<file path="src/uart_status_pkg.sv">
`default_nettype none

package uart_status_pkg;

  ////////////////////////////////////////////////////////////////////////////
  // Register byte offsets on the Avalon-MM slave.
  localparam logic [4:0] ADDR_STATUS = 5'h00; // Status and control word.
  localparam logic [4:0] ADDR_RXDATA = 5'h04; // Read pops one character.
  localparam logic [4:0] ADDR_TXDATA = 5'h08; // Write queues one character.
  localparam logic [4:0] ADDR_MODE = 5'h0c; // Character format.
  localparam logic [4:0] ADDR_IRQ_STATUS = 5'h10; // Sticky events, W1C.
  localparam logic [4:0] ADDR_IRQ_MASK = 5'h14; // Interrupt enables.

  ////////////////////////////////////////////////////////////////////////////
  // Field positions inside the status and control word.
  localparam int BIT_TX_DRAINED = 8;
  localparam int SEL_LSB = 6;
  localparam int BIT_ADDR_EN = 5;
  localparam int BIT_RX_IDLE = 4;
  localparam int BIT_PARITY = 3;
  localparam int BIT_FRAMING = 2;
  localparam int BIT_OVERRUN = 1;
  localparam int BIT_RX_AVAIL = 0;

  // Receive interrupt threshold encodings; the fourth code is reserved.
  localparam logic [1:0] SEL_ANY = 2'h0;
  localparam logic [1:0] SEL_HALF = 2'h1;
  localparam logic [1:0] SEL_THREEQ = 2'h2;
  localparam logic [1:0] SEL_RESET = 2'h0;

  // Receive buffer depth and occupancy thresholds.
  localparam int RX_DEPTH = 8;
  localparam int LVL_W = 4;
  localparam logic [LVL_W-1:0] THRESH_ANY = 4'h1;
  localparam logic [LVL_W-1:0] THRESH_HALF = 4'h4;
  localparam logic [LVL_W-1:0] THRESH_THREEQ = 4'h6;

  // Character format bits in the mode word.
  localparam int MODE_NINE = 0;
  localparam int MODE_PAR_EN = 1;
  localparam int MODE_PAR_ODD = 2;
  localparam logic [2:0] MODE_RESET = 3'h0;

  // Sticky interrupt event bits.
  localparam int IRQ_RX = 0;
  localparam int IRQ_OVERRUN = 1;
  localparam int IRQ_TX_DONE = 2;
  localparam int IRQ_RX_ERR = 3;
  localparam int IRQ_W = 4;
  localparam logic [IRQ_W-1:0] IRQ_RESET = 4'h0;

  // Clock cycles per serial bit at the core clock rate.
  localparam int DEFAULT_BIT_CYCLES = 16;

  // One received character with its error marks.
  typedef struct packed {
    logic framing;
    logic parity;
    logic [8:0] data;
  } rx_char_s;

endpackage : uart_status_pkg

`default_nettype wire

</file>
<file path="src/uart_rx_fifo.sv">
`timescale 1ns/1ps
`default_nettype none

module uart_rx_fifo #(
  parameter int DEPTH = uart_status_pkg::RX_DEPTH,
  parameter int CNT_W = uart_status_pkg::LVL_W
) (
  input wire logic core_clk,
  input wire logic rst_n,
  input wire logic flush,
  input wire logic pushValid,
  input wire uart_status_pkg::rx_char_s pushData,
  output logic pushReady,
  input wire logic popReady,
  output uart_status_pkg::rx_char_s headData,
  output logic headValid,
  output logic [CNT_W-1:0] level
);
  import uart_status_pkg::*;

  localparam int PTR_W = $clog2(DEPTH);

  rx_char_s mem [DEPTH]; // Character storage.
  logic [PTR_W-1:0] wrPtr_q; // Next slot to fill.
  logic [PTR_W-1:0] rdPtr_q; // Oldest character.
  logic [CNT_W-1:0] count_q; // Characters held.

  // A push into a full buffer is refused; the caller treats it as overrun.
  wire doPush = pushValid && pushReady;
  wire doPop = popReady && headValid;

  assign pushReady = (count_q != CNT_W'(DEPTH));
  assign headValid = (count_q != '0);
  assign headData = mem[rdPtr_q];
  assign level = count_q;

  ////////////////////////////////////////////////////////////////////////////
  // Storage has no reset; only the pointers and the count need a defined value.
  always_ff @(posedge core_clk)
  begin
    if (doPush && !flush)
    begin
      mem[wrPtr_q] <= pushData;
    end
  end

  // Pointers wrap because the depth is a power of two.
  always_ff @(posedge core_clk or negedge rst_n)
  begin
    if (!rst_n)
    begin
      wrPtr_q <= '0;
      rdPtr_q <= '0;
      count_q <= '0;
    end
    else if (flush)
    begin
      wrPtr_q <= '0;
      rdPtr_q <= '0;
      count_q <= '0;
    end
    else
    begin
      wrPtr_q <= wrPtr_q + PTR_W'(doPush);
      rdPtr_q <= rdPtr_q + PTR_W'(doPop);
      count_q <= count_q + CNT_W'(doPush) - CNT_W'(doPop);
    end
  end

endmodule : uart_rx_fifo

`default_nettype wire

</file>
<file path="src/uart_status_flags.sv">
// Operation
// - Drained flag high only when shifter and buffer empty.
// - Selection 10 flags six or more characters.
// - Selection 01 flags four or more characters.
// - Selection 00 flags any stored character.
// - Nine-bit address mode keeps only address characters.
// - Idle flag high unless a character arrives.
// - Parity flag marks the current character.
// - Framing flag marks the current character.
// - Overrun set by hardware, cleared only by software.
// - Clearing overrun empties buffer and shift register.
// - Data available high while buffer is not empty.
//
// Chosen here: the Avalon-MM slave port and the register addresses.
`timescale 1ns/1ps
`default_nettype none

module uart_status_flags #(
  parameter int BIT_CYCLES = uart_status_pkg::DEFAULT_BIT_CYCLES
) (
  input wire logic core_clk,
  input wire logic rst_n,
  input wire logic [4:0] avs_address,
  input wire logic avs_read,
  input wire logic avs_write,
  input wire logic [31:0] avs_writedata,
  input wire logic [3:0] avs_byteenable,
  output logic [31:0] avs_readdata,
  output logic avs_waitrequest,
  output logic irq,
  output logic rx_irq_flag,
  input wire logic serial_rx,
  output logic serial_tx
);
  import uart_status_pkg::*;

  localparam int CNT_W = $clog2(BIT_CYCLES + 1);
  localparam logic [CNT_W-1:0] FULL_BIT = CNT_W'(BIT_CYCLES - 1);
  localparam logic [CNT_W-1:0] HALF_BIT = CNT_W'(BIT_CYCLES / 2 - 1);

  typedef enum logic {TX_IDLE, TX_SHIFT} tx_state_e;
  typedef enum logic [1:0] {RX_IDLE, RX_RECV, RX_FLUSHED} rx_state_e;

  ////////////////////////////////////////////////////////////////////////////
  // Avalon slave: one wait cycle, then the request is taken.
  logic ack_q; // High in the cycle the request is accepted.
  logic [31:0] readData_q; // Read word, captured during the wait cycle.
  wire req = avs_read || avs_write;
  wire accept = req && ack_q;
  wire wrAcc = accept && avs_write;
  wire rdAcc = accept && avs_read;
  wire [31:0] beMask = {{8{avs_byteenable[3]}}, {8{avs_byteenable[2]}},
                        {8{avs_byteenable[1]}}, {8{avs_byteenable[0]}}};
  wire [31:0] wrBits = avs_writedata & beMask;

  assign avs_waitrequest = req && !ack_q;
  assign avs_readdata = readData_q;

  // Register selects.
  wire selStatus = (avs_address == ADDR_STATUS);
  wire selRxData = (avs_address == ADDR_RXDATA);
  wire selTxData = (avs_address == ADDR_TXDATA);
  wire selMode = (avs_address == ADDR_MODE);
  wire selIrqSt = (avs_address == ADDR_IRQ_STATUS);
  wire selIrqMask = (avs_address == ADDR_IRQ_MASK);

  ////////////////////////////////////////////////////////////////////////////
  // Software state.
  logic [1:0] thrSel_q; // rx_irq_threshold_sel.
  logic addrEn_q; // addr_char_detect_en.
  logic overrun_q; // rx_overrun.
  logic [2:0] mode_q; // Nine-bit, parity enable, odd parity.
  logic [IRQ_W-1:0] irqSt_q; // Sticky events.
  logic [IRQ_W-1:0] irqMask_q; // Event enables.

  wire nineBit = mode_q[MODE_NINE];
  wire parEn = mode_q[MODE_PAR_EN] && !nineBit;
  wire parOdd = mode_q[MODE_PAR_ODD];

  // Status write fields, honouring byte lanes.
  wire stWr = wrAcc && selStatus;
  wire [31:0] stNew = (wrBits) | ({24'h0, thrSel_q, addrEn_q, 5'h0} & ~beMask);
  // Only a written zero over a set flag clears overrun.
  wire ovClr = stWr && avs_byteenable[0] && !avs_writedata[BIT_OVERRUN]
               && overrun_q;

  ////////////////////////////////////////////////////////////////////////////
  // Receive buffer and its head.
  rx_char_s pushChar;
  rx_char_s headChar;
  logic rxPush;
  logic pushReady;
  logic headValid;
  logic [LVL_W-1:0] rxLevel;
  wire rxPop = rdAcc && selRxData;

  uart_rx_fifo #(
    .DEPTH(RX_DEPTH),
    .CNT_W(LVL_W)
  ) u_rx_fifo (
    .core_clk(core_clk),
    .rst_n(rst_n),
    .flush(ovClr),
    .pushValid(rxPush),
    .pushData(pushChar),
    .pushReady(pushReady),
    .popReady(rxPop),
    .headData(headChar),
    .headValid(headValid),
    .level(rxLevel)
  );

  // Error flags reflect only the character that will be read next.
  wire rxAvail = headValid;
  wire parityErr = headValid && headChar.parity;
  wire framingErr = headValid && headChar.framing;
  wire overrunEv = rxPush && !pushReady;

  // Threshold select; the reserved code is never written by software.
  wire thrThreeQ = (rxLevel >= THRESH_THREEQ);
  wire thrHalf = (rxLevel >= THRESH_HALF);
  wire thrAny = (rxLevel >= THRESH_ANY);
  assign rx_irq_flag = (thrSel_q == SEL_THREEQ) ? thrThreeQ :
                       (thrSel_q == SEL_HALF) ? thrHalf : thrAny;

  ////////////////////////////////////////////////////////////////////////////
  // Transmit holding buffer and shifter.
  tx_state_e txState_q;
  logic txBufValid_q; // Character queued behind the shifter.
  logic [8:0] txBuf_q;
  logic [10:0] txShift_q; // Frame, least significant bit first.
  logic [3:0] txBits_q; // Bits left in the frame.
  logic [CNT_W-1:0] txCnt_q; // Cycles left in the current bit.
  logic txLine_q;
  logic txDrainedPrev_q;

  // Drained only when nothing is shifting and nothing is queued.
  wire txDrained = (txState_q == TX_IDLE) && !txBufValid_q;
  // A write while the buffer is full is dropped.
  wire txPush = wrAcc && selTxData && avs_byteenable[0] && !txBufValid_q;
  wire txLoad = (txState_q == TX_IDLE) && txBufValid_q;
  wire txExt = nineBit ? txBuf_q[8] : (parEn ? (^txBuf_q[7:0] ^ parOdd)
                                             : 1'b1);
  wire [3:0] frameLen = (nineBit || parEn) ? 4'hb : 4'ha;
  wire txBitEnd = (txCnt_q == '0);

  // Buffer fills from the bus and empties into the shifter.
  always_ff @(posedge core_clk or negedge rst_n)
  begin
    if (!rst_n)
    begin
      txBufValid_q <= 1'b0;
      txBuf_q <= '0;
    end
    else if (txPush)
    begin
      txBufValid_q <= 1'b1;
      txBuf_q <= avs_writedata[8:0];
    end
    else if (txLoad)
    begin
      txBufValid_q <= 1'b0;
    end
  end

  // Shifter: start bit, data, optional ninth or parity bit, stop bit.
  always_ff @(posedge core_clk or negedge rst_n)
  begin
    if (!rst_n)
    begin
      txState_q <= TX_IDLE;
      txShift_q <= '1;
      txBits_q <= '0;
      txCnt_q <= '0;
      txLine_q <= 1'b1;
    end
    else
    begin
      case (txState_q)
        TX_IDLE:
        begin
          txLine_q <= 1'b1;
          if (txLoad)
          begin
            txState_q <= TX_SHIFT;
            txShift_q <= {1'b1, txExt, txBuf_q[7:0], 1'b0};
            txBits_q <= frameLen;
            txCnt_q <= FULL_BIT;
            txLine_q <= 1'b0;
          end
        end
        TX_SHIFT:
        begin
          txCnt_q <= txBitEnd ? FULL_BIT : txCnt_q - 1'b1;
          if (txBitEnd)
          begin
            txShift_q <= {1'b1, txShift_q[10:1]};
            txBits_q <= txBits_q - 1'b1;
            txLine_q <= txShift_q[1];
            if (txBits_q == 4'h1)
            begin
              txState_q <= TX_IDLE;
              txLine_q <= 1'b1;
            end
          end
        end
        default:
        begin
          txState_q <= TX_IDLE;
        end
      endcase
    end
  end

  assign serial_tx = txLine_q;

  ////////////////////////////////////////////////////////////////////////////
  // Receiver: samples mid-bit, start bit included in the shift register.
  rx_state_e rxState_q;
  logic [10:0] rxShift_q; // rx_shift_register, filled from the top.
  logic [3:0] rxBit_q; // Bits sampled so far.
  logic [CNT_W-1:0] rxCnt_q;

  wire rxSample = (rxState_q == RX_RECV) && (rxCnt_q == '0);
  wire [10:0] rxFull = {serial_rx, rxShift_q[10:1]};
  wire rxFalse = rxSample && (rxBit_q == 4'h0) && serial_rx;
  wire rxDone = rxSample && !rxFalse && (rxBit_q == frameLen - 4'h1);
  wire [7:0] rxData8 = (nineBit || parEn) ? rxFull[8:1] : rxFull[9:2];
  wire rxExt = rxFull[9];
  wire rxIdle = (rxState_q != RX_RECV);

  // Characters with a clear ninth bit are dropped in address mode.
  wire rxKeep = !(addrEn_q && nineBit && !rxExt);

  always_comb
  begin
    pushChar.data = {nineBit && rxExt, rxData8};
    pushChar.parity = parEn && ((^rxData8 ^ rxExt) != parOdd);
    pushChar.framing = !rxFull[10];
  end

  assign rxPush = rxDone && rxKeep && !ovClr;

  // Clearing overrun also discards any half-received character.
  always_ff @(posedge core_clk or negedge rst_n)
  begin
    if (!rst_n)
    begin
      rxState_q <= RX_IDLE;
      rxShift_q <= '0;
      rxBit_q <= '0;
      rxCnt_q <= '0;
    end
    else if (ovClr)
    begin
      rxState_q <= RX_FLUSHED;
      rxShift_q <= '0;
      rxBit_q <= '0;
    end
    else
    begin
      case (rxState_q)
        RX_IDLE, RX_FLUSHED:
        begin
          rxState_q <= RX_IDLE;
          if (!serial_rx)
          begin
            rxState_q <= RX_RECV;
            rxCnt_q <= HALF_BIT;
            rxBit_q <= '0;
          end
        end
        RX_RECV:
        begin
          rxCnt_q <= rxSample ? FULL_BIT : rxCnt_q - 1'b1;
          if (rxSample)
          begin
            rxShift_q <= rxFull;
            rxBit_q <= rxBit_q + 1'b1;
          end
          if (rxFalse || rxDone)
          begin
            rxState_q <= RX_IDLE;
          end
        end
        default:
        begin
          rxState_q <= RX_IDLE;
        end
      endcase
    end
  end

  ////////////////////////////////////////////////////////////////////////////
  // Control registers; a clear blocks any push in the same cycle, so no fresh overrun can race it.
  always_ff @(posedge core_clk or negedge rst_n)
  begin
    if (!rst_n)
    begin
      thrSel_q <= SEL_RESET;
      addrEn_q <= 1'b0;
      overrun_q <= 1'b0;
      mode_q <= MODE_RESET;
    end
    else
    begin
      if (stWr)
      begin
        thrSel_q <= stNew[SEL_LSB +: 2];
        addrEn_q <= stNew[BIT_ADDR_EN];
      end
      if (overrunEv)
      begin
        overrun_q <= 1'b1;
      end
      else if (ovClr)
      begin
        overrun_q <= 1'b0;
      end
      if (wrAcc && selMode && avs_byteenable[0])
      begin
        mode_q <= avs_writedata[2:0];
      end
    end
  end

  ////////////////////////////////////////////////////////////////////////////
  // Interrupt events, mask and the level output.
  wire [IRQ_W-1:0] irqSet = {rxPush && (pushChar.parity || pushChar.framing),
                             txDrained && !txDrainedPrev_q,
                             overrunEv, rx_irq_flag};
  wire [IRQ_W-1:0] irqClr = (wrAcc && selIrqSt) ? wrBits[IRQ_W-1:0] : '0;

  // Set wins over a write-one clear arriving in the same cycle.
  always_ff @(posedge core_clk or negedge rst_n)
  begin
    if (!rst_n)
    begin
      irqSt_q <= IRQ_RESET;
      irqMask_q <= IRQ_RESET;
      txDrainedPrev_q <= 1'b1;
    end
    else
    begin
      irqSt_q <= (irqSt_q & ~irqClr) | irqSet;
      txDrainedPrev_q <= txDrained;
      if (wrAcc && selIrqMask)
      begin
        irqMask_q <= (wrBits[IRQ_W-1:0]) |
                     (irqMask_q & ~beMask[IRQ_W-1:0]);
      end
    end
  end

  assign irq = |(irqSt_q & irqMask_q);

  ////////////////////////////////////////////////////////////////////////////
  // Read mux, captured in the wait cycle; unmapped words read zero.
  wire [31:0] statusWord = {23'h0, txDrained, thrSel_q, addrEn_q, rxIdle,
                            parityErr, framingErr, overrun_q, rxAvail};
  wire [31:0] rdMux = selStatus ? statusWord :
                      selRxData ? {21'h0, headChar} :
                      selTxData ? {23'h0, txBuf_q} :
                      selMode ? {29'h0, mode_q} :
                      selIrqSt ? {28'h0, irqSt_q} :
                      selIrqMask ? {28'h0, irqMask_q} : 32'h0;

  always_ff @(posedge core_clk or negedge rst_n)
  begin
    if (!rst_n)
    begin
      ack_q <= 1'b0;
      readData_q <= '0;
    end
    else
    begin
      ack_q <= req && !ack_q;
      if (avs_read && !ack_q)
      begin
        readData_q <= rdMux;
      end
    end
  end

  ////////////////////////////////////////////////////////////////////////////
  // Checks.
  property p_tx_drained;
    @(posedge core_clk) disable iff (!rst_n)
    txPush |=> !statusWord[BIT_TX_DRAINED] [*2];
  endproperty
  a_tx_drained: assert property (p_tx_drained)
    else $error("drained flag high with a character queued");

  property p_thr_threeq;
    @(posedge core_clk) disable iff (!rst_n)
    (thrSel_q == 2'h2) |-> (rx_irq_flag == (rxLevel >= 4'h6));
  endproperty
  a_thr_threeq: assert property (p_thr_threeq)
    else $error("three-quarter threshold flag wrong");

  property p_thr_half;
    @(posedge core_clk) disable iff (!rst_n)
    (thrSel_q == 2'h1) |-> (rx_irq_flag == (rxLevel >= 4'h4));
  endproperty
  a_thr_half: assert property (p_thr_half)
    else $error("half threshold flag wrong");

  property p_thr_any;
    @(posedge core_clk) disable iff (!rst_n)
    (thrSel_q == 2'h0) |-> (rx_irq_flag == rxAvail);
  endproperty
  a_thr_any: assert property (p_thr_any)
    else $error("not-empty threshold flag wrong");

  property p_addr_drop;
    @(posedge core_clk) disable iff (!rst_n)
    (rxDone && addrEn_q && nineBit && !rxExt && !rxPop) |=> $stable(rxLevel);
  endproperty
  a_addr_drop: assert property (p_addr_drop)
    else $error("data character stored in address mode");

  property p_rx_busy;
    @(posedge core_clk) disable iff (!rst_n)
    (rxState_q == RX_IDLE && !serial_rx && !ovClr) |=> !statusWord[BIT_RX_IDLE];
  endproperty
  a_rx_busy: assert property (p_rx_busy)
    else $error("idle flag high after start bit");

  property p_err_empty;
    @(posedge core_clk) disable iff (!rst_n)
    !statusWord[BIT_RX_AVAIL] |-> !statusWord[BIT_PARITY] &&
                                  !statusWord[BIT_FRAMING];
  endproperty
  a_err_empty: assert property (p_err_empty)
    else $error("error flag shown with empty buffer");

  property p_ovr_hold;
    @(posedge core_clk) disable iff (!rst_n)
    (overrun_q && !ovClr) |=> overrun_q;
  endproperty
  a_ovr_hold: assert property (p_ovr_hold)
    else $error("overrun cleared without software");

  property p_ovr_set;
    @(posedge core_clk) disable iff (!rst_n)
    (rxPush && rxLevel == 4'h8) |=> overrun_q;
  endproperty
  a_ovr_set: assert property (p_ovr_set)
    else $error("overflow did not set overrun");

  property p_ovr_flush;
    @(posedge core_clk) disable iff (!rst_n)
    ovClr && !overrunEv |=> (rxLevel == 4'h0) && rxIdle && !overrun_q;
  endproperty
  a_ovr_flush: assert property (p_ovr_flush)
    else $error("overrun clear did not empty receiver");

  property p_avail_pop;
    @(posedge core_clk) disable iff (!rst_n)
    (rxPop && rxLevel == 4'h1 && !rxPush) |=> !statusWord[BIT_RX_AVAIL];
  endproperty
  a_avail_pop: assert property (p_avail_pop)
    else $error("data available after last character read");

  c_rx_char: cover property (@(posedge core_clk) disable iff (!rst_n)
    rxPush);
  c_overrun: cover property (@(posedge core_clk) disable iff (!rst_n)
    overrunEv);
  c_tx_done: cover property (@(posedge core_clk) disable iff (!rst_n)
    $rose(txDrained));

endmodule : uart_status_flags

`default_nettype wire

</file>
<file path="config.mk">
export PLATFORM = sky130hd
export DESIGN_NAME = uart_status_flags
export DESIGN_NICKNAME = d
export VERILOG_FILES = /design/src/uart_status_pkg.sv /design/src/uart_rx_fifo.sv /design/src/uart_status_flags.sv
export SDC_FILE = /design/constraint.sdc
export NUM_CORES = 1
export LEC_CHECK = 0
export BUFFER_PORTS_ARGS = -buffer_cell sky130_fd_sc_hd__buf_2
export CAP_MARGIN = 20
export CORE_ASPECT_RATIO = 2
export CORE_MARGIN = 5
export CORE_UTILIZATION = 64
export DETAILED_ROUTE_END_ITERATION = 8
export PLACE_DENSITY_LB_ADDON = 0.1
export SYNTH_ARGS = -nofsm -noshare
export SYNTH_HDL_FRONTEND = slang
export SYNTH_HIERARCHICAL = 1
export SYNTH_SLANG_ARGS = --single-unit
</file>
<file path="constraint.sdc">
create_clock -name core_clk -period 5.31 [get_ports core_clk]
set_input_delay 1.062 -clock core_clk [delete_from_list [all_inputs] [get_ports core_clk]]
set_output_delay 1.062 -clock core_clk [all_outputs]
set_load 0.02 [all_outputs]
</file>
Word-level counts from Yosys, hierarchy flattened --
Memory sizes are Yosys's and may differ from the RTL's. Index checks and enable logic that the tools add are counted.
Storage, ports and cells: flip-flop bits (word level) 113, latch bits 0, bits in writable memories 88, bits in read-only memories 0, input port bits 46, output and inout port bits 36, word-level logic and storage cells 198, memories kept 1
Memory list:
- u_rx_fifo.mem | words 8, width 11, rd ports 1, clocked after Yosys merged registers in 0, write ports 1, RTL line uart_rx_fifo.sv:23 | rx_char_s mem [DEPTH];
Operators by class: add/sub/neg operators 9, multipliers 0, div/mod/pow operators 0, magnitude comparators 3, equality and inequality tests 20, shift-type cells 0, mux-type cells 53, bitwise operators 15, reduce and logical (&&, ||, !) cells 74
Operators with widths (number):
- 11-bit two-way mux | 7
- 4-bit two-way mux | 10
- 1-bit logical AND | 39
- 11-bit one-hot mux with 2 select lines | 1
- 5-bit two-way mux | 4
- 5-bit one-hot mux with 2 select lines | 2
- 1-bit two-way mux | 18
- 8-bit bitwise AND | 2
- 4-bit one-hot mux with 2 select lines | 2
- 8-bit parity | 2
- 5-bit zero test | 3
- 4-bit bitwise AND | 3
- 1-bit zero test | 11
- 5-bit by 4-bit equality test with 1-bit output (second input constant) | 2
- 5-bit equality test (second input constant) | 2
- 2-bit nonzero test | 5
- 5-bit by 1-bit subtractor with 5-bit output (second input constant) | 2
- 9-bit two-way mux | 1
- 4-bit by 3-bit >= comparator with 1-bit output (second input constant) | 2
- 8-bit two-way mux | 1
- 4-bit inverter | 2
- 8-bit inverter | 1
- 4-bit OR | 2
- 8-bit OR | 1
- 32 further kinds | 49

Logic depth before layout (Yosys ltp) --
word-level depth 13, gate-level depth with buffers 15, gate-level depth less buffers 15

Cells and area by module --
Netlist, hierarchy kept.
Modules (own cells, without submodules):
- uart_status_flags | times used 1, cells each 431, area an instance 4331.7 um^2, seq. area each 1965.6 um^2
- uart_rx_fifo | times used 1, cells each 191, area an instance 4005.1 um^2, seq. area each 2892.8 um^2

Worst setup path after synthesis --
No wires, ideal clock.
path type input to register, start in avs_address[0], end reg u_rx_fifo.count_q[1] (netlist: u_rx_fifo/level[1]), setup time 0.132 ns, data arrival time 3.227 ns, data required time 5.178 ns, slack 1.950 ns, stages on the path 12, buffers on the path 0, cells stage by stage and4bb_2 -> nand4_2 -> nor3b_2 -> nand4b_1 -> inv_1 -> and2_1 -> inv_1 -> ha_1 -> inv_1 -> ha_1 -> fa_1 -> nor2b_1
On the way: longest elaborated chain between the ends 11, elaborated cells on any way between the ends 14, those cells by class add/sub: 2; eq/ne: 1; mux: 1; reduce/logical: 10
Ends and longest elaborated chain:
- from (decl) | RTL line uart_status_flags.sv:23 | input wire logic [4:0] avs_address,
- 5-bit zero test | RTL line uart_status_flags.sv:60 | wire selStatus = (avs_address == ADDR_STATUS);
- 1-bit logical AND | RTL line uart_status_flags.sv:81 | wire stWr = wrAcc && selStatus;
- 1-bit logical AND (2 in a row) | RTL line uart_status_flags.sv:84 | wire ovClr = stWr && avs_byteenable[0] && !avs_writedata[BIT_OVERRUN]
- 1-bit logical AND | RTL line uart_status_flags.sv:85 | && overrun_q;
- 1-bit zero test | RTL line uart_status_flags.sv:242 | assign rxPush = rxDone && rxKeep && !ovClr;
- 1-bit logical AND | RTL line uart_status_flags.sv:242
- net rxPush | RTL line uart_status_flags.sv:91 | logic rxPush;
- 1-bit logical AND | RTL line uart_rx_fifo.sv:29 | wire doPush = pushValid && pushReady;
- 4-bit by 1-bit adder with 4-bit output | RTL line uart_rx_fifo.sv:66 | count_q <= count_q + CNT_W'(doPush) - CNT_W'(doPop);
- 4-bit by 1-bit subtractor with 4-bit output | RTL line uart_rx_fifo.sv:66
- 4-bit two-way mux | RTL line uart_rx_fifo.sv:56 | else if (flush)
- to (signal assigned) | RTL line uart_rx_fifo.sv:66
- to (decl) | RTL line uart_rx_fifo.sv:26 | logic [CNT_W-1:0] count_q;
The timed path passes the listed nets, and every way through them passes these cells. A chain may end at the register's enable or synchronous reset.

Worst setup path after layout --
start reg rxCnt_q[0], end reg u_rx_fifo.count_q[2] (netlist: u_rx_fifo/level[2])
On the way: longest elaborated chain between the ends 13
Ends and longest elaborated chain:
- from (decl) | RTL line uart_status_flags.sv:222 | logic [CNT_W-1:0] rxCnt_q;
- from (signal assigned) | RTL line uart_status_flags.sv:275 | rxCnt_q <= rxSample ? FULL_BIT : rxCnt_q - 1'b1;
- 5-bit zero test * | RTL line uart_status_flags.sv:224 | wire rxSample = (rxState_q == RX_RECV) && (rxCnt_q == '0);
- 1-bit logical AND * | RTL line uart_status_flags.sv:224
- 1-bit logical AND (2 in a row) | RTL line uart_status_flags.sv:226 | wire rxFalse = rxSample && (rxBit_q == 4'h0) && serial_rx;
- 1-bit zero test | RTL line uart_status_flags.sv:227 | wire rxDone = rxSample && !rxFalse && (rxBit_q == frameLen - 4'h1);
- 1-bit logical AND * (2 in a row) | RTL line uart_status_flags.sv:227
- 1-bit logical AND * (2 in a row) | RTL line uart_status_flags.sv:242
- net rxPush | RTL line uart_status_flags.sv:91
- 1-bit logical AND * | RTL line uart_rx_fifo.sv:29
- 4-bit by 1-bit adder with 4-bit output * | RTL line uart_rx_fifo.sv:66
- 4-bit by 1-bit subtractor with 4-bit output * | RTL line uart_rx_fifo.sv:66
- 4-bit two-way mux * | RTL line uart_rx_fifo.sv:56
The timed path passes the listed nets; every way through them passes the cells marked *.

==> run summary <==
=====================================================================================
Post-cts hold buffer count                                                          0
Core Rows                                                                          59
Count of non-filler cells in the finished layout                                  829
Bufs on Longest Clock Path                                                          2
Number of placed cells counting well taps                                         797
Number of cell instances on the worst register-to-register path                    15
Number of synthesized flops with an enable pin                                     88
Post-CTS setup repair buffer count                                                  0
Max-slew headroom                                                               0.334
Overall Global Routing Usage                                                    0.240
Routability Congestion                                                          0.869
Number of antenna violations at the first check in global routing                   1
Vias per Instance                                                                6.06
Leakage power summed over all cells                                           3.93 nW
Root buffer cell                                                         sky130_fd_sc_hd__clkbuf_16
Final total negative setup slack                                                 0 ps
Number of buffers inserted by port buffering                                       34
Setup repair after global routing missed its margin                             false
Mean routed wirelength per cell                                               21.4 µm
Worst EP required                                                             5610 ps
Number of buffer and inverter instances along the worst setup path                  4
Dominant register cell in the synthesized netlist                        sky130_fd_sc_hd__edfxtp_1
Starting DRC count in detailed routing                                            330
Warnings, synthesis                                                                 6
Total of endpoints with negative setup slack in the final report                    0
Overall via count from detail_route                                             5,024
Wire length of the first global-routing pass                                28,200 µm
TritonCTS buffer count                                                             17
Antenna diode instance count                                                        0
Peak VDD IR                                                                0.000353 V
Number of sinks driven by the clock tree                                          176
FFs w/ async S/R, synth                                                         0.500
Highest net fanout along the worst path                                            13
Die Span X                                                                    90.7 µm
DP HPWL                                                                     12,600 µm
Cells resized by post-CTS repair                                                    0
Share of layout cells above drive strength 1                                    0.210
Stage delay of the slowest cell on the critical path                           490 ps
Crit-path leading delay family                                           simple AND/OR/NAND/NOR gates
Pin count of the biggest net entering global routing                               62
Sequential fraction of the synthesis area                                       0.583
Die height                                                                     171 µm
Initial DRT Pass Iterations                                                         4
Clock latency on the worst-skew pair                                           420 ps
Leading cell types in the layout, fill and taps excluded                 sky130_fd_sc_hd__edfxtp_1 (88), sky130_fd_sc_hd__dfrtp_1 (77), sky130_fd_sc_hd__nand2_1 (68), sky130_fd_sc_hd__nor2_1 (36), sky130_fd_sc_hd__buf_2 (33)
Cell type contributing the most total cell area after synthesis          sky130_fd_sc_hd__edfxtp_1
Post-synth cell types                                                              66
Gate count after technology mapping                                               622
CP startpoint kind                                                               flop
Standard cell core area                                                    12,900 µm²
Maximum clock skew at final layout                                            13.4 ps
Post-detailed-route DRC marker count                                                0
Fmax achieved                                                               0.261 GHz
Fraction of synthesized cell area taken by the top area cell type               0.317
Number of cells on the critical path                                               15
Data arrival time of the worst path                                           4130 ps
Vias in the first global route                                                  5,286
Slowest stage cell, crit path                                            sky130_fd_sc_hd__or4b_4
Hold Worst Slack                                                               484 ps
Final setup slack of the worst path                                           1480 ps
Most frequent standard cell in the layout excluding fill and tap cells   sky130_fd_sc_hd__edfxtp_1
Final count of pins violating max slew                                              0
CP most frequent cell                                                    sky130_fd_sc_hd__inv_1
Effective utilization at floorplan                                              0.645
Total standard cell area after synthesis                                     8340 µm²
Run status                                                               complete, no violations
Path class of the lowest-slack min-delay path                              reg -> reg
Remaining antenna violation count after routing                                     0
Measured slew at the worst slew-check pin                                      990 ps
Placement-stage cell area                                                    8600 µm²
Cell area after layout                                                       9180 µm²
Power density cells                                                        414 nW/µm²
Kind of capture point of the worst setup path                                    flop
Total Die Area                                                             15,500 µm²
Worst-path cell chain                                                    inv_1 > ha_1 > or4b_4 > or2_1 > nor2_1 > nand4b_1 > inv_1 > and2_1 > inv_1 > ha_1 > inv_1 > ha_1 > fa_1 > xnor2_1 > nor2_1
Final worst path period need                                                  3830 ps
Area growth syn-to-layout                                                       10.2%
Crit Path Class                                                            reg -> reg
Hold-critical path depth                                                            2
Clock slew at reported path FFs                                                 80 ps
TritonCTS clock tree                                                              yes
Ratio of final minimum period to clock period                                   0.722
Boundary Pins                                                                      82
# H-tree levels                                                                     4
Synthesized flop and latch total                                                  176
Post-placement setup slack                                                    1270 ps
Leading cell types by total area after synthesis                         sky130_fd_sc_hd__edfxtp_1 (32%), sky130_fd_sc_hd__dfrtp_1 (23%), sky130_fd_sc_hd__mux4_1 (6.9%), sky130_fd_sc_hd__mux2_2 (4.3%), sky130_fd_sc_hd__dfstp_2 (3.5%)
Maxcap violations                                                                   0
Final standard cell utilization of the core                                     0.711
Post-synthesis area per instance                                             13.4 µm²
Routed wire length                                                          17,800 µm
Total power of the final layout                                               3.80 mW
Aggregate global routing overflow                                                   0
Layout Nets                                                                       728
Hold violation total from the final report                                          0
=====================================================================================
[cell families (layout without fill, tap and decap cells)]
kind of cell	Yosys count	after routing	synth area share
AO/OA/AOI/OAI	88	88	0.0653
XOR/XNOR	20	20	0.0276
adder cells (fa/ha/maj)	18	18	0.0279
buffers and inverters	67	102	0.0434
flip-flops	176	176	0.583
multiplexers	80	80	0.148
other	1	21	0.000450
AND/OR/NAND/NOR	172	172	0.105
[routing by layer]
metal / track usage / vias up / wire, µm
met2: 0.424 / 132 / 9500
met4: 0.137 / 2 / 967
met5: 0 / - / 7
met1: 0.267 / 2507 / 6550
met3: 0.0481 / 53 / 757
li1: - / 2330 / -
[worst paths after layout]
kind / endpoint / startpoint / slack [ps]
hold / removal: txShift_q[2] / txShift_q[2] / 480
max in group asynchronous: rxBit_q[1] / rst_n / 3650
setup reg to reg: u_rx_fifo/level[2] / rxCnt_q[0] / 1480
hold reg to reg: txShift_q[2] / txShift_q[2] / 480
min in group asynchronous: txBufValid_q / rst_n / 550
setup / recovery: u_rx_fifo/level[2] / rxCnt_q[0] / 1480
[Yosys cell counts (3+ instances only)]
cell type,number
sky130_fd_sc_hd__buf_6,3
sky130_fd_sc_hd__a22oi_1,5
sky130_fd_sc_hd__o22ai_1,5
sky130_fd_sc_hd__clkbuf_1,10
sky130_fd_sc_hd__nand2b_1,9
sky130_fd_sc_hd__and2_1,5
sky130_fd_sc_hd__mux4_1,22
sky130_fd_sc_hd__nor4_1,4
sky130_fd_sc_hd__xnor2_1,13
sky130_fd_sc_hd__xor2_1,3
sky130_fd_sc_hd__a31oi_1,5
sky130_fd_sc_hd__xnor3_1,4
sky130_fd_sc_hd__buf_2,4
sky130_fd_sc_hd__edfxtp_1,88
sky130_fd_sc_hd__mux2_2,32
sky130_fd_sc_hd__mux2i_1,19
sky130_fd_sc_hd__nand2_1,68
sky130_fd_sc_hd__o21ai_0,27
sky130_fd_sc_hd__nor2b_1,8
sky130_fd_sc_hd__a21oi_1,22
sky130_fd_sc_hd__buf_4,22
sky130_fd_sc_hd__mux2_4,7
sky130_fd_sc_hd__inv_1,24
sky130_fd_sc_hd__ha_1,17
sky130_fd_sc_hd__nor2_1,36
sky130_fd_sc_hd__nor3_1,12
sky130_fd_sc_hd__dfrtp_1,77
sky130_fd_sc_hd__nand3_1,5
sky130_fd_sc_hd__buf_1,4
sky130_fd_sc_hd__a22o_1,5
sky130_fd_sc_hd__a21o_1,3
sky130_fd_sc_hd__dfstp_2,11
[cell type report]
type / instances / area (µm²)
Sequential cell: 176 / 4860
Fill cell: 891 / 3730
Multi-Input combinational cell: 399 / 3200
Clock buffer: 17 / 425
Timing Repair Buffer: 46 / 263
Tap cell: 152 / 190
Clock inverter: 15 / 159
Inverter: 24 / 90.1
[sequential cells by signal (all words and copies together) (netlist names), 2 cells and up, named ones only]
name / cells
avs_readdata: 11
irqSt_q: 4
mode_q: 3
rxBit_q: 4
rxCnt_q: 5
rxShift_q: 9
rxState_q: 2
txBits_q: 4
txBuf_q: 9
txCnt_q: 5
txShift_q: 9
u_rx_fifo/level: 4
u_rx_fifo/mem: 88
u_rx_fifo/rdPtr_q: 3
u_rx_fifo/wrPtr_q: 3
[tightest hold or removal path: stages, from the launching register on]
cell	delay, ps
sky130_fd_sc_hd__dfstp_2	370
sky130_fd_sc_hd__nand2_1	40
sky130_fd_sc_hd__o21ai_0	70
[where the power goes]
group	switching [mW]	total (mW)	internal, mW
clock network	0.587	1.22	0.633
logic	0.413	0.808	0.396
registers	0.146	1.77	1.63
total	1.15	3.80	2.65
Note: power is estimated with default switching activity, not from simulation.
